[config.mk]
export PLATFORM = sky130hd
export DESIGN_NAME = iosd_decoder
export DESIGN_NICKNAME = d
export VERILOG_FILES = /design/src/inc/iosd_pkg.sv /design/src/design/iosd_decoder.sv
export VERILOG_INCLUDE_DIRS = /design/src /design/src/inc
export SDC_FILE = /design/constraint.sdc
export NUM_CORES = 1
export LEC_CHECK = 0
export BUFFER_PORTS_ARGS = -buffer_cell sky130_fd_sc_hd__buf_4
export CORE_ASPECT_RATIO = 0.6
export CORE_MARGIN = 2
export CORE_UTILIZATION = 35
export DETAILED_ROUTE_END_ITERATION = 8
export PLACE_DENSITY = 0.65
export RECOVER_POWER = 50
export SLEW_MARGIN = 20
export SYNTH_ARGS = -nofsm -noshare
export SYNTH_HDL_FRONTEND = slang
export SYNTH_SLANG_ARGS = --single-unit
[constraint.sdc]
create_clock -name MCLK -period 3.55 [get_ports MCLK]
set_clock_uncertainty 0.1 [all_clocks]
set_input_delay 0.5325 -clock MCLK [delete_from_list [all_inputs] [get_ports MCLK]]
set_output_delay 0.5325 -clock MCLK [all_outputs]
set_load 0.02 [all_outputs]
[src/inc/iosd_params.svh]
`ifndef IOSD_PARAMS_SVH
`define IOSD_PARAMS_SVH

// ==========================================================================
// address space limits
`define IOSD_NREG 6'h27
`define IOSD_IO_TOP 8'h3F
`define IOSD_BIT_TOP 8'h1F
`define IOSD_DATA_OFS 8'h20
`define IOSD_EXT_LO 8'h60
`define IOSD_EXT_HI 8'hFF

// ==========================================================================
// register offsets in io space
`define IOSD_PORT_A_PIN_INPUT 6'h00
`define IOSD_PORT_A_DIRECTION 6'h01
`define IOSD_PORT_A_OUTPUT 6'h02
`define IOSD_PORT_B_PIN_INPUT 6'h03
`define IOSD_PORT_B_DIRECTION 6'h04
`define IOSD_PORT_B_OUTPUT 6'h05
`define IOSD_PORT_C_PIN_INPUT 6'h06
`define IOSD_PORT_C_DIRECTION 6'h07
`define IOSD_PORT_C_OUTPUT 6'h08
`define IOSD_PORT_D_PIN_INPUT 6'h09
`define IOSD_PORT_D_DIRECTION 6'h0a
`define IOSD_PORT_D_OUTPUT 6'h0b
`define IOSD_PORT_E_PIN_INPUT 6'h0c
`define IOSD_PORT_E_DIRECTION 6'h0d
`define IOSD_PORT_E_OUTPUT 6'h0e
`define IOSD_PORT_F_PIN_INPUT 6'h0f
`define IOSD_PORT_F_DIRECTION 6'h10
`define IOSD_PORT_F_OUTPUT 6'h11
`define IOSD_PORT_G_PIN_INPUT 6'h12
`define IOSD_PORT_G_DIRECTION 6'h13
`define IOSD_PORT_G_OUTPUT 6'h14
`define IOSD_TIMER0_IRQ_FLAGS 6'h15
`define IOSD_TIMER1_IRQ_FLAGS 6'h16
`define IOSD_TIMER2_IRQ_FLAGS 6'h17
`define IOSD_EXT_IRQ_FLAGS 6'h1c
`define IOSD_EXT_IRQ_MASK 6'h1d
`define IOSD_SCRATCH_BYTE_0 6'h1e
`define IOSD_NVM_CONTROL 6'h1f
`define IOSD_NVM_DATA 6'h20
`define IOSD_NVM_ADDRESS_LOW 6'h21
`define IOSD_NVM_ADDRESS_HIGH 6'h22
`define IOSD_TIMER_PRESCALER_SYNC_CTRL 6'h23
`define IOSD_TIMER0_CONTROL 6'h24
`define IOSD_TIMER0_COUNT 6'h26

// ==========================================================================
// implemented bits, all registers reset to zero
`define IOSD_RESET_VAL 8'h00
`define IOSD_MASK_FULL 8'hFF
`define IOSD_MASK_PORT_G_PIN 8'h3F
`define IOSD_MASK_PORT_G 8'h1F
`define IOSD_MASK_TIMER0_FLAGS 8'h03
`define IOSD_MASK_TIMER1_FLAGS 8'h27
`define IOSD_MASK_TIMER2_FLAGS 8'h03
`define IOSD_MASK_EXT_IRQ 8'hF1
`define IOSD_MASK_NVM_CONTROL 8'h0F
`define IOSD_MASK_NVM_ADDR_HIGH 8'h03
`define IOSD_MASK_PRESCALER 8'h83
`define IOSD_MASK_TIMER0_CTRL 8'h7F
`define IOSD_TIMER0_FORCE_BIT 3'h7

`endif

[src/inc/iosd_pkg.sv]
package iosd_pkg;

  // ========================================================================
  // access kinds of one io location
  typedef enum logic [1:0] {
    IOSD_K_NONE = 2'h0,
    IOSD_K_RO = 2'h1,
    IOSD_K_RW = 2'h2,
    IOSD_K_W1C = 2'h3
  } iosd_kind_t;

  // ========================================================================
  // core access operations
  typedef enum logic [3:0] {
    IOSD_OP_IDLE = 4'h0,
    IOSD_OP_IO_IN = 4'h1,
    IOSD_OP_IO_OUT = 4'h2,
    IOSD_OP_SET_IO_BIT = 4'h3,
    IOSD_OP_CLEAR_IO_BIT = 4'h4,
    IOSD_OP_SKIP_IF_IO_BIT_SET = 4'h5,
    IOSD_OP_SKIP_IF_IO_BIT_CLEAR = 4'h6,
    IOSD_OP_DATA_LOAD = 4'h7,
    IOSD_OP_DATA_STORE = 4'h8
  } iosd_op_t;

  typedef enum logic {
    IOSD_ST_IDLE = 1'b0,
    IOSD_ST_EXT_WAIT = 1'b1
  } iosd_state_t;

  typedef struct packed {
    iosd_op_t op;
    logic [7:0] addr;
    logic [2:0] bitsel;
    logic [7:0] wdata;
  } iosd_req_t;

  typedef struct packed {
    logic valid;
    logic err;
    logic skip;
    logic busy;
    logic [7:0] rdata;
  } iosd_rsp_t;

  typedef struct packed {
    logic we;
    logic re;
    logic [7:0] addr;
    logic [7:0] wdata;
  } iosd_ext_t;

endpackage

[src/design/iosd_decoder.sv]
`timescale 1ns/100ps
`include "iosd_params.svh"

module iosd_decoder
  import iosd_pkg::*;
(
  input wire logic MCLK,
  input wire logic RST_N,
  input iosd_req_t REQ,
  output iosd_rsp_t RSP,
  output iosd_ext_t EXT,
  input wire logic [7:0] EXT_RDATA,
  input wire logic [6:0][7:0] PIN_IN,
  output logic [6:0][7:0] PORT_OUT,
  output logic [6:0][7:0] DIR_OUT,
  input wire logic [2:0][7:0] TMR_FLAG_SET,
  input wire logic [7:0] EXT_FLAG_SET,
  output logic [2:0][7:0] TMR_FLAG_OUT,
  output logic [7:0] EXT_FLAG_OUT,
  output logic [7:0] EXT_MASK_OUT,
  output logic [7:0] SCRATCH_OUT,
  output logic [7:0] NVM_CTRL_OUT,
  output logic [7:0] NVM_DATA_OUT,
  output logic [15:0] NVM_ADDR_OUT,
  output logic [7:0] PRESCALE_CTRL_OUT,
  output logic [7:0] T0_CTRL_OUT,
  output logic T0_FORCE,
  output logic [7:0] T0_COUNT_OUT
);

  // ========================================================================
  // location table
  function automatic iosd_kind_t entry_kind(input logic [5:0] idx);
    iosd_kind_t k;
    k = IOSD_K_NONE;
    unique case (idx)
      `IOSD_PORT_A_PIN_INPUT, `IOSD_PORT_B_PIN_INPUT, `IOSD_PORT_C_PIN_INPUT,
      `IOSD_PORT_D_PIN_INPUT, `IOSD_PORT_E_PIN_INPUT, `IOSD_PORT_F_PIN_INPUT,
      `IOSD_PORT_G_PIN_INPUT:
        k = IOSD_K_RO;
      `IOSD_TIMER0_IRQ_FLAGS, `IOSD_TIMER1_IRQ_FLAGS, `IOSD_TIMER2_IRQ_FLAGS,
      `IOSD_EXT_IRQ_FLAGS:
        k = IOSD_K_W1C;
      `IOSD_PORT_A_DIRECTION, `IOSD_PORT_A_OUTPUT, `IOSD_PORT_B_DIRECTION,
      `IOSD_PORT_B_OUTPUT, `IOSD_PORT_C_DIRECTION, `IOSD_PORT_C_OUTPUT,
      `IOSD_PORT_D_DIRECTION, `IOSD_PORT_D_OUTPUT, `IOSD_PORT_E_DIRECTION,
      `IOSD_PORT_E_OUTPUT, `IOSD_PORT_F_DIRECTION, `IOSD_PORT_F_OUTPUT,
      `IOSD_PORT_G_DIRECTION, `IOSD_PORT_G_OUTPUT, `IOSD_EXT_IRQ_MASK,
      `IOSD_SCRATCH_BYTE_0, `IOSD_NVM_CONTROL, `IOSD_NVM_DATA,
      `IOSD_NVM_ADDRESS_LOW, `IOSD_NVM_ADDRESS_HIGH,
      `IOSD_TIMER_PRESCALER_SYNC_CTRL, `IOSD_TIMER0_CONTROL, `IOSD_TIMER0_COUNT:
        k = IOSD_K_RW;
      default:
        k = IOSD_K_NONE;
    endcase
    return k;
  endfunction

  // reserved bits and addresses read zero through these masks
  function automatic logic [7:0] entry_mask(input logic [5:0] idx);
    logic [7:0] m;
    m = `IOSD_MASK_FULL;
    unique case (idx)
      `IOSD_PORT_G_PIN_INPUT: m = `IOSD_MASK_PORT_G_PIN;
      `IOSD_PORT_G_DIRECTION, `IOSD_PORT_G_OUTPUT: m = `IOSD_MASK_PORT_G;
      `IOSD_TIMER0_IRQ_FLAGS: m = `IOSD_MASK_TIMER0_FLAGS;
      `IOSD_TIMER1_IRQ_FLAGS: m = `IOSD_MASK_TIMER1_FLAGS;
      `IOSD_TIMER2_IRQ_FLAGS: m = `IOSD_MASK_TIMER2_FLAGS;
      `IOSD_EXT_IRQ_FLAGS, `IOSD_EXT_IRQ_MASK: m = `IOSD_MASK_EXT_IRQ;
      `IOSD_NVM_CONTROL: m = `IOSD_MASK_NVM_CONTROL;
      `IOSD_NVM_ADDRESS_HIGH: m = `IOSD_MASK_NVM_ADDR_HIGH;
      `IOSD_TIMER_PRESCALER_SYNC_CTRL: m = `IOSD_MASK_PRESCALER;
      `IOSD_TIMER0_CONTROL: m = `IOSD_MASK_TIMER0_CTRL;
      default: m = `IOSD_MASK_FULL;
    endcase
    if (entry_kind(idx) == IOSD_K_NONE)
    begin
      m = 8'h00;
    end
    return m;
  endfunction

  // ========================================================================
  // pin synchronisers
  logic [6:0][7:0] pin_s1_q;
  logic [6:0][7:0] pin_s2_q;

  always_ff @(posedge MCLK)
  begin
    if (!RST_N)
    begin
      pin_s1_q <= '0;
      pin_s2_q <= '0;
    end
    else
    begin
      pin_s1_q <= PIN_IN;
      pin_s2_q <= pin_s1_q;
    end
  end

  // ========================================================================
  // request decode
  iosd_state_t state_q;
  logic active;
  logic bad;
  logic hit_ext;
  logic hit_low;
  logic is_rd;
  logic is_wr;
  logic is_bit_wr;
  logic is_test;
  logic [5:0] io_idx;
  logic [7:0] io_full;
  logic [7:0] wr_mask;
  logic [7:0] wr_val;

  assign active = (REQ.op != IOSD_OP_IDLE) && (state_q == IOSD_ST_IDLE);

  always_comb
  begin
    io_full = 8'h00;
    bad = 1'b0;
    hit_ext = 1'b0;
    is_rd = 1'b0;
    is_wr = 1'b0;
    is_bit_wr = 1'b0;
    is_test = 1'b0;
    unique case (REQ.op)
      IOSD_OP_IDLE:
      begin
        io_full = 8'h00;
      end
      IOSD_OP_IO_IN, IOSD_OP_IO_OUT:
      begin
        io_full = REQ.addr;
        bad = (REQ.addr > `IOSD_IO_TOP);
        is_rd = (REQ.op == IOSD_OP_IO_IN);
        is_wr = (REQ.op == IOSD_OP_IO_OUT);
      end
      IOSD_OP_SET_IO_BIT, IOSD_OP_CLEAR_IO_BIT:
      begin
        io_full = REQ.addr;
        bad = (REQ.addr > `IOSD_BIT_TOP);
        is_bit_wr = 1'b1;
      end
      IOSD_OP_SKIP_IF_IO_BIT_SET, IOSD_OP_SKIP_IF_IO_BIT_CLEAR:
      begin
        io_full = REQ.addr;
        bad = (REQ.addr > `IOSD_BIT_TOP);
        is_test = 1'b1;
      end
      IOSD_OP_DATA_LOAD, IOSD_OP_DATA_STORE:
      begin
        is_rd = (REQ.op == IOSD_OP_DATA_LOAD);
        is_wr = (REQ.op == IOSD_OP_DATA_STORE);
        if (REQ.addr >= `IOSD_EXT_LO)
        begin
          hit_ext = 1'b1;
        end
        else if (REQ.addr >= `IOSD_DATA_OFS)
        begin
          io_full = REQ.addr - `IOSD_DATA_OFS;
        end
        else
        begin
          bad = 1'b1;
        end
      end
      default:
      begin
        bad = 1'b1;
      end
    endcase
  end

  assign io_idx = io_full[5:0];
  assign hit_low = active && !bad && !hit_ext && (io_idx < `IOSD_NREG);

  // bit ops write a one-hot mask so neighbouring flags stay put
  always_comb
  begin
    wr_mask = `IOSD_MASK_FULL;
    wr_val = REQ.wdata;
    if (is_bit_wr)
    begin
      wr_mask = 8'h01 << REQ.bitsel;
      wr_val = (REQ.op == IOSD_OP_SET_IO_BIT) ? wr_mask : 8'h00;
    end
  end

  // ========================================================================
  // register storage, one entry per io location below 0x27
  logic [7:0] mem_q [`IOSD_NREG];
  logic [7:0] mem_d [`IOSD_NREG];
  logic [7:0] rd_val [`IOSD_NREG];
  logic [7:0] hw_set [`IOSD_NREG];

  generate
    for (genvar i = 0; i < `IOSD_NREG; i++)
    begin : g_entry
      localparam logic [5:0] IDX = 6'(i);
      localparam iosd_kind_t KIND = entry_kind(IDX);
      localparam logic [7:0] MASK = entry_mask(IDX);
      logic we;

      // reserved locations see the write strobe, but their zero mask keeps the stored value at zero
      assign we = hit_low && (io_idx == IDX) && (is_wr || is_bit_wr);

      always_comb
      begin
        hw_set[i] = 8'h00;
        if (IDX == `IOSD_TIMER0_IRQ_FLAGS)
        begin
          hw_set[i] = TMR_FLAG_SET[0];
        end
        else if (IDX == `IOSD_TIMER1_IRQ_FLAGS)
        begin
          hw_set[i] = TMR_FLAG_SET[1];
        end
        else if (IDX == `IOSD_TIMER2_IRQ_FLAGS)
        begin
          hw_set[i] = TMR_FLAG_SET[2];
        end
        else if (IDX == `IOSD_EXT_IRQ_FLAGS)
        begin
          hw_set[i] = EXT_FLAG_SET;
        end
      end

      always_comb
      begin
        mem_d[i] = mem_q[i];
        if (we && (KIND == IOSD_K_RW))
        begin
          mem_d[i] = (mem_q[i] & ~wr_mask) | (wr_val & wr_mask);
        end
        if (we && (KIND == IOSD_K_W1C))
        begin
          mem_d[i] = mem_q[i] & ~(wr_val & wr_mask);
        end
        // a flag raised in the clearing cycle survives the clear
        if (KIND == IOSD_K_W1C)
        begin
          mem_d[i] = mem_d[i] | hw_set[i];
        end
        mem_d[i] = (KIND == IOSD_K_RO) ? 8'h00 : (mem_d[i] & MASK);
      end

      always_ff @(posedge MCLK)
      begin
        if (!RST_N)
        begin
          mem_q[i] <= `IOSD_RESET_VAL;
        end
        else
        begin
          mem_q[i] <= mem_d[i];
        end
      end

      // pin inputs read the synchronised pads, writes to them are dropped
      if (KIND == IOSD_K_RO)
      begin : g_pin
        assign rd_val[i] = pin_s2_q[i / 3] & MASK;
      end
      else
      begin : g_store
        assign rd_val[i] = mem_q[i] & MASK;
      end
    end
  endgenerate

  // ========================================================================
  // peripheral side outputs
  generate
    for (genvar p = 0; p < 7; p++)
    begin : g_port
      assign DIR_OUT[p] = mem_q[3 * p + 1];
      assign PORT_OUT[p] = mem_q[3 * p + 2];
    end
  endgenerate

  assign TMR_FLAG_OUT[0] = mem_q[`IOSD_TIMER0_IRQ_FLAGS];
  assign TMR_FLAG_OUT[1] = mem_q[`IOSD_TIMER1_IRQ_FLAGS];
  assign TMR_FLAG_OUT[2] = mem_q[`IOSD_TIMER2_IRQ_FLAGS];
  assign EXT_FLAG_OUT = mem_q[`IOSD_EXT_IRQ_FLAGS];
  assign EXT_MASK_OUT = mem_q[`IOSD_EXT_IRQ_MASK];
  assign SCRATCH_OUT = mem_q[`IOSD_SCRATCH_BYTE_0];
  assign NVM_CTRL_OUT = mem_q[`IOSD_NVM_CONTROL];
  assign NVM_DATA_OUT = mem_q[`IOSD_NVM_DATA];
  assign NVM_ADDR_OUT = {mem_q[`IOSD_NVM_ADDRESS_HIGH], mem_q[`IOSD_NVM_ADDRESS_LOW]};
  assign PRESCALE_CTRL_OUT = mem_q[`IOSD_TIMER_PRESCALER_SYNC_CTRL];
  assign T0_CTRL_OUT = mem_q[`IOSD_TIMER0_CONTROL];
  assign T0_COUNT_OUT = mem_q[`IOSD_TIMER0_COUNT];

  // force bit is a strobe: it is never stored and always reads zero
  logic t0_force_q;

  always_ff @(posedge MCLK)
  begin
    if (!RST_N)
    begin
      t0_force_q <= 1'b0;
    end
    else
    begin
      t0_force_q <= hit_low && (is_wr || is_bit_wr)
                    && (io_idx == `IOSD_TIMER0_CONTROL)
                    && wr_mask[`IOSD_TIMER0_FORCE_BIT] && wr_val[`IOSD_TIMER0_FORCE_BIT];
    end
  end

  assign T0_FORCE = t0_force_q;

  // ========================================================================
  // extended space forwarding and wait state
  iosd_ext_t ext_q;

  always_ff @(posedge MCLK)
  begin
    if (!RST_N)
    begin
      state_q <= IOSD_ST_IDLE;
    end
    else
    begin
      unique case (state_q)
        IOSD_ST_IDLE:
        begin
          if (active && hit_ext && is_rd)
          begin
            state_q <= IOSD_ST_EXT_WAIT;
          end
        end
        IOSD_ST_EXT_WAIT:
        begin
          state_q <= IOSD_ST_IDLE;
        end
      endcase
    end
  end

  always_ff @(posedge MCLK)
  begin
    if (!RST_N)
    begin
      ext_q <= '0;
    end
    else
    begin
      ext_q.we <= active && hit_ext && is_wr;
      ext_q.re <= active && hit_ext && is_rd;
      if (active && hit_ext)
      begin
        ext_q.addr <= REQ.addr;
        ext_q.wdata <= REQ.wdata;
      end
    end
  end

  assign EXT = ext_q;

  // ========================================================================
  // answer to the core
  // extended loads answer one cycle later than io space; busy covers the gap
  iosd_rsp_t rsp_q;
  logic tbit;

  assign tbit = hit_low ? rd_val[io_idx][REQ.bitsel] : 1'b0;

  always_ff @(posedge MCLK)
  begin
    if (!RST_N)
    begin
      rsp_q <= '0;
    end
    else if (state_q == IOSD_ST_EXT_WAIT)
    begin
      rsp_q.valid <= 1'b1;
      rsp_q.err <= 1'b0;
      rsp_q.skip <= 1'b0;
      rsp_q.busy <= 1'b0;
      rsp_q.rdata <= EXT_RDATA;
    end
    else
    begin
      rsp_q.valid <= active && !bad && !(hit_ext && is_rd);
      rsp_q.err <= active && bad;
      rsp_q.busy <= active && hit_ext && is_rd;
      rsp_q.skip <= active && !bad && is_test
                    && ((REQ.op == IOSD_OP_SKIP_IF_IO_BIT_SET) ? tbit : !tbit);
      rsp_q.rdata <= (hit_low && is_rd) ? rd_val[io_idx] : 8'h00;
    end
  end

  assign RSP = rsp_q;

endmodule

== After elaboration in Yosys (flattened, before gate mapping) ==
Memory sizes are Yosys's and may differ from the RTL's.
Index checks and enable logic that the tools add are counted.
Word-level totals
  bits in registers: 140
  memory bits (writable): 312
  input port bits: 121
  output and inout bits: 247
  word-level logic and storage cells: 348
  memories: 1
Cells by class
  add/subtract/negate cells: 1
  $lt $le $gt $ge: 7
  eq/ne operators: 35
  shift-type cells: 1
  multiplexer cells: 94
  bitwise operators: 99
  reductions and logical operators: 85
Memory list
  mem_q: depth 39, bits a word 8, read ports 27, clocked after memory_dff 0, wr ports 39, RTL line iosd_decoder.sv:194  | logic [7:0] mem_q [`IOSD_NREG];
Operators by type and width (count)
  two-way mux 8 bit: 64
  bitwise AND 8 bit: 20
  OR 8 bit: 19
  logical AND 1 bit: 71
  equality test 6 x 5 -> 1 bit (second input constant): 11
  binary-select mux 8 bit (select 6 bit): 1
  OR 1 bit: 39
  equality test 6 bit (second input constant): 6
  equality test 6 x 4 -> 1 bit (second input constant): 5
  equality test 6 x 3 -> 1 bit (second input constant): 3
  two-way mux 6 bit: 3
  equality test 4 x 3 -> 1 bit (second input constant): 4
  NOT 8 bit: 2
  two-way mux 1 bit: 12
  two-way mux 12 bit: 1
  one-hot mux 6 bit (2 select lines): 1
  bitwise AND 5 bit: 2
  two-way mux 5 bit: 2
  OR 5 bit: 2
  OR reduction 2 bit: 5
  equality test 4 x 2 -> 1 bit (second input constant): 2
  greater-or-equal comparator 8 x 6 -> 1 bit (second input constant): 1
  greater-or-equal comparator 8 x 7 -> 1 bit (second input constant): 1
  greater-than comparator 8 x 5 -> 1 bit (second input constant): 1
  other kinds (32): 44

== Depth between registers and ports, before layout ==
  word-level depth: 15
  depth in mapped cells: 13
  mapped depth without buffers: 9

== Least setup slack after synthesis ==
OpenSTA, ideal clock, no wires.
  path type: input-to-reg
  start: input REQ[21] (netlist bit)
  end: register rsp_q (netlist bit RSP[9])
  library setup time: 0.117 ns
  arrival time: 3.022 ns
  data required time: 3.333 ns
  slack: 0.312 ns
  cell stages on the path: 10
  path buffers: 1
  cell sequence: or4b_4 -> a211o_1 -> buf_4 -> a211oi_4 -> nand2_1 -> a211o_1 -> a41o_1 -> a222oi_1 -> a311o_1 -> a21oi_1
Between the ends
  cells in the longest elaborated chain, start to end: 13
  elaborated cells between the ends (all ways): 37
  classes of those cells: order compare: 1; eq/ne: 8; mux: 11; bitwise: 1; reduce/logical: 16
RTL lines
  start, declared: RTL line iosd_decoder.sv:9  | input iosd_req_t REQ,
  equality test 4 x 1 -> 1 bit, or another cell as far along: RTL line iosd_decoder.sv:129  | unique case (REQ.op)
  OR reduction 6 bit (no line) / OR reduction 2 bit (equally long branches)
  one-hot mux 6 bit (2 select lines): RTL line iosd_decoder.sv:129
  NOT 6 -> 7 bit (not written as such): RTL line iosd_decoder.sv:370  | assign tbit = hit_low ? rd_val[io_idx][REQ.bitsel] : 1'b0;
  binary-select mux 8 bit (select 6 bit): RTL line iosd_decoder.sv:370
  two-way mux 8 bit (not written as such) (2 in series): RTL line iosd_decoder.sv:370
  binary-select mux 1 bit (select 3 bit): RTL line iosd_decoder.sv:370
  two-way mux 1 bit (not written as such): RTL line iosd_decoder.sv:370
  two-way mux 1 bit: RTL line iosd_decoder.sv:370
  logical NOT 1 bit: RTL line iosd_decoder.sv:392  | && ((REQ.op == IOSD_OP_SKIP_IF_IO_BIT_SET) ? tbit : !tbit);
  two-way mux 1 bit: RTL line iosd_decoder.sv:392
  logical AND 1 bit *: RTL line iosd_decoder.sv:392
  end, declared: RTL line iosd_decoder.sv:367  | iosd_rsp_t rsp_q;
Every way passes the cells marked *; elsewhere a longest branch is shown, timed or not. The select of a mux whose other input is x is not followed.
A chain may end at the register's enable or synchronous reset.

== Worst setup path after layout ==
Same ends and word-level chain as after synthesis.

==> reports/results.txt <==
outcome - complete, but fails checks
failing checks - capacitance limit, slew limit
proportion of netlist area held by the largest area contributor - 45.6%
ports placed on the boundary - 368
launch point of the worst path - REQ[21]
sum of internal, switching and leakage power - 7.71 mW
root buffer selected by CTS - clkbuf_16
chip height - 157 µm
largest family of logic cells by synthesized area - compound AO/OA/AOI/OAI gates
antenna violations before repair - 0
Max-Cap Viols - 1
H-tree depth - 1
worst supply voltage drop on vdd - 0.350 mV
final cell area excluding filler cells - 17800 µm²
basic-gate share of the synthesized area counting and, or, nand and nor cells - 19.0%
Startpoint Class - input port
worst setup path category - input port to register
core footprint - 38100 µm²
Longest Clk Path Bufs - 3
Async SR Flop Fraction - 0%
number of nets in the final layout - 2056
global route overflow - 0
Fillers - 3823
diode insertion count for antenna repair - 0
total via count after detailed routing - 13653
CTS clk-pin slew, worst paths - 70 ps
Critical R2R Launch - pin_s2_q[26]$_SDFF_PN0_
xor/xnor cell area share of the yosys netlist - 0.193%
Primary FF master, synth - dfxtp_1
number of failing hold endpoints at the final stage - 0
number of gates resized after CTS - 0
Area growth, synth to finish - 30.3%
Relative slew margins - -82.8%
cell row count - 55
final sum of negative setup slack - 0 ps
Syn Area/Cell - 8.85 µm²
main area contributors after synthesis - dfxtp_1 46%, a21oi_1 6.3%, and2_1 5.1%, o21ai_0 4.4%, or3_1 3.8%
number of buffer cells added on primary ports - 302
flop2flop setup slack - 750 ps
routability cong. - 1.04
required time of the worst setup path - 3920 ps
Post-DRT Antenna Nets - 0
Post-Route Hold Slack - 55.6 ps
number of different library cells in the post-synthesis netlist - 74
number of cells produced by synthesis - 1542
number of vias per cell - 5.53
violation count after the first detailed-route iteration - 1610
slew of the pin with the lowest slew margin - 2740 ps
WL final - 60200 µm
Yosys warning count - 0
overall die width - 259 µm
adder-cell share of the synthesized area - 0%
vias in the first global route - 12671
Hold Buf Count CTS - 0
mux share of post-synthesis cell area - 6.05%
number of max-slew violations in the final report - 89
maximum number of pins on one net before global-route repair - 97
Worst R2R End - RSP[9]$_SDFF_PP0_
largest fanout on the critical path - 6
cell area after placement - 17400 µm²
Synth Area in Compound Gates - 22.4%
minimum setup slack after placement - -190 ps
critical path capture point - RSP[9]$_SDFF_PP0_
final-report setup violation count - 0
clock network latency to the later pin of the worst-skew pair - 580 ps
maximum clock frequency - 295 MHz
Static Leak - 6.77 nW
power density of the placed cells - 434 nW/µm²
final worst-path cycle share - 95.5%
initial standard-cell utilization of the core - 35.8%
kind of end point of the critical path - register
half-perimeter wire length after placement - 46800 µm
first-pass iteration count of the detailed router - 5
post-CTS setup buffer count - 0
ratio of cells with drive above 1 in the final layout - 22.2%
Tmin final - 3390 ps
Clock Sinks - 311
total routing usage reported by global routing - 28.7%
sequential cell area fraction in the yosys report - 45.6%
total of flip-flops plus latches after synthesis - 311
die outline area - 40600 µm²
total standard cell area after synthesis - 13600 µm²
Placed Cells - 2418
worst reg-to-reg path cell count - 9
RSZ-0062 raised after global routing - no
post-synthesis cell type with the largest combined area - dfxtp_1
clock tree from TritonCTS - built
DR WL/cell - 24.4 µm
wire length of the first global-routing pass - 86400 µm
CP Data Arrival Time - 3760 ps
number of CTS-inserted buffers - 28
count of flip-flops with a built-in enable after synthesis - 0
post-layout worst setup margin - 159 ps
DRC violation count after routing - 0
worst hold-check path type - input port to register
core utilization of the finished layout - 46.7%
non-filler cells in the finished layout - 2469
==> cell families after synthesis <==
family | Yosys count
multiplexers | 55
flip-flops | 311
AND/OR/NAND/NOR | 493
other | 1
buffers and inverters | 190
AO/OA/AOI/OAI | 489
XOR/XNOR | 3
==> worst max-delay path: stages <==
cell	delay [ps]
buf_4	130
or4b_1	610
buf_4	190
nand2_1	70
clkbuf_1	280
a221oi_1	150
buf_4	170
o21ai_0	330
nand4_1	240
a41o_1	350
a222oi_1	400
a311o_1	240
a21oi_1	60
==> final cells by class <==
class | instances | area [µm²] | area share [%]
Sequential cell | 311 | 6230 | 35.0
Clock inverter | 5 | 86.3 | 0.486
Timing Repair Buffer | 492 | 3250 | 18.3
Clock buffer | 46 | 838 | 4.72
Multi-Input combinational cell | 1084 | 6650 | 37.5
Inverter | 18 | 72.6 | 0.408
Tap cell | 513 | 642 | 3.61
==> cell usage in the layout (no fill, tap or decap), types with 7 or more instances in the layout <==
cell | netlist | routed
buf_4 | 50 | 334
dfxtp_1 | 311 | 311
a21oi_1 | 171 | 171
clkbuf_1 | 105 | 160
nor2_1 | 120 | 120
o21ai_0 | 120 | 120
or3_1 | 83 | 83
nand2_1 | 73 | 73
and2_0 | 0 | 59
a211oi_1 | 54 | 54
and2_1 | 112 | 53
conb_1 | 1 | 44
clkbuf_16 | 0 | 28
mux2i_1 | 24 | 24
nor3_1 | 21 | 21
mux4_2 | 21 | 21
o22ai_1 | 20 | 20
nand3_1 | 19 | 19
a311oi_1 | 17 | 17
inv_1 | 16 | 16
nor2b_1 | 15 | 15
nand4_1 | 14 | 14
a22oi_1 | 13 | 13
mux2_2 | 10 | 10
buf_12 | 0 | 9
a22o_1 | 8 | 8
nand2b_1 | 7 | 7
clkbuf_8 | 0 | 7
==> synth_stat cells, types with 3 or more instances <==
| master | instances |
|---|---|
| a21oi_2 | 3 |
| nor2b_1 | 15 |
| inv_1 | 16 |
| a21oi_1 | 171 |
| xnor2_1 | 3 |
| o211ai_1 | 4 |
| or2_2 | 5 |
| or4_1 | 3 |
| buf_4 | 50 |
| nor2_1 | 120 |
| or3_1 | 83 |
| buf_2 | 13 |
| o21ai_1 | 5 |
| buf_1 | 4 |
| nor4_1 | 6 |
| o22ai_1 | 20 |
| nand4_1 | 14 |
| a211oi_1 | 54 |
| a31oi_1 | 5 |
| a2bb2oi_1 | 3 |
| nand2b_1 | 7 |
| and3_1 | 6 |
| nand2_1 | 73 |
| clkbuf_1 | 105 |
| a2111oi_0 | 6 |
| dfxtp_1 | 311 |
| o21ai_0 | 120 |
| mux2i_1 | 24 |
| a22o_1 | 8 |
| a32oi_1 | 3 |
| nand3_1 | 19 |
| and2_1 | 112 |
| o221ai_1 | 4 |
| a221oi_1 | 6 |
| a211o_1 | 5 |
| a22oi_1 | 13 |
| mux4_2 | 21 |
| mux2_2 | 10 |
| nor3_1 | 21 |
| a222oi_1 | 4 |
| a311oi_1 | 17 |
| a21o_1 | 6 |
==> how the worst min path moves through the flow <==
stage / cells past startpoint / endpoint / startpoint / slack, ps
finish: 3 / mem_q[2][53]$_SDFF_PN0_ / TMR_FLAG_SET[13] / 60
global route: 2 / pin_s1_q[41]$_SDFF_PN0_ / PIN_IN[41] / 50
CTS: 2 / pin_s1_q[50]$_SDFF_PN0_ / PIN_IN[50] / 40
detailed placement: 1 / pin_s2_q[42]$_SDFF_PN0_ / pin_s1_q[42]$_SDFF_PN0_ / 320
global placement: 1 / pin_s2_q[33]$_SDFF_PN0_ / pin_s1_q[33]$_SDFF_PN0_ / 320
floorplan: 1 / pin_s2_q[0]$_SDFF_PN0_ / pin_s1_q[0]$_SDFF_PN0_ / 310
==> metal layers <==
layer | global-route usage, % | routed length [µm] | share of wire [%] | vias to the layer above
li1 | - | - | - | 6281
met1 | 41.7 | 27200 | 45 | 6590
met2 | 41.1 | 24500 | 41 | 709
met3 | 9.13 | 7190 | 12 | 73
met4 | 5.84 | 1280 | 2.1 | 0
met5 | 0 | 0 | 0 | -
==> power breakdown <==
part,switching (mW),internal [mW]
clock,1.36,1.75
sequential,0.0392,3.56
combinational,0.630,0.366
total,2.03,5.68
Power figures use the tool's default switching activity.
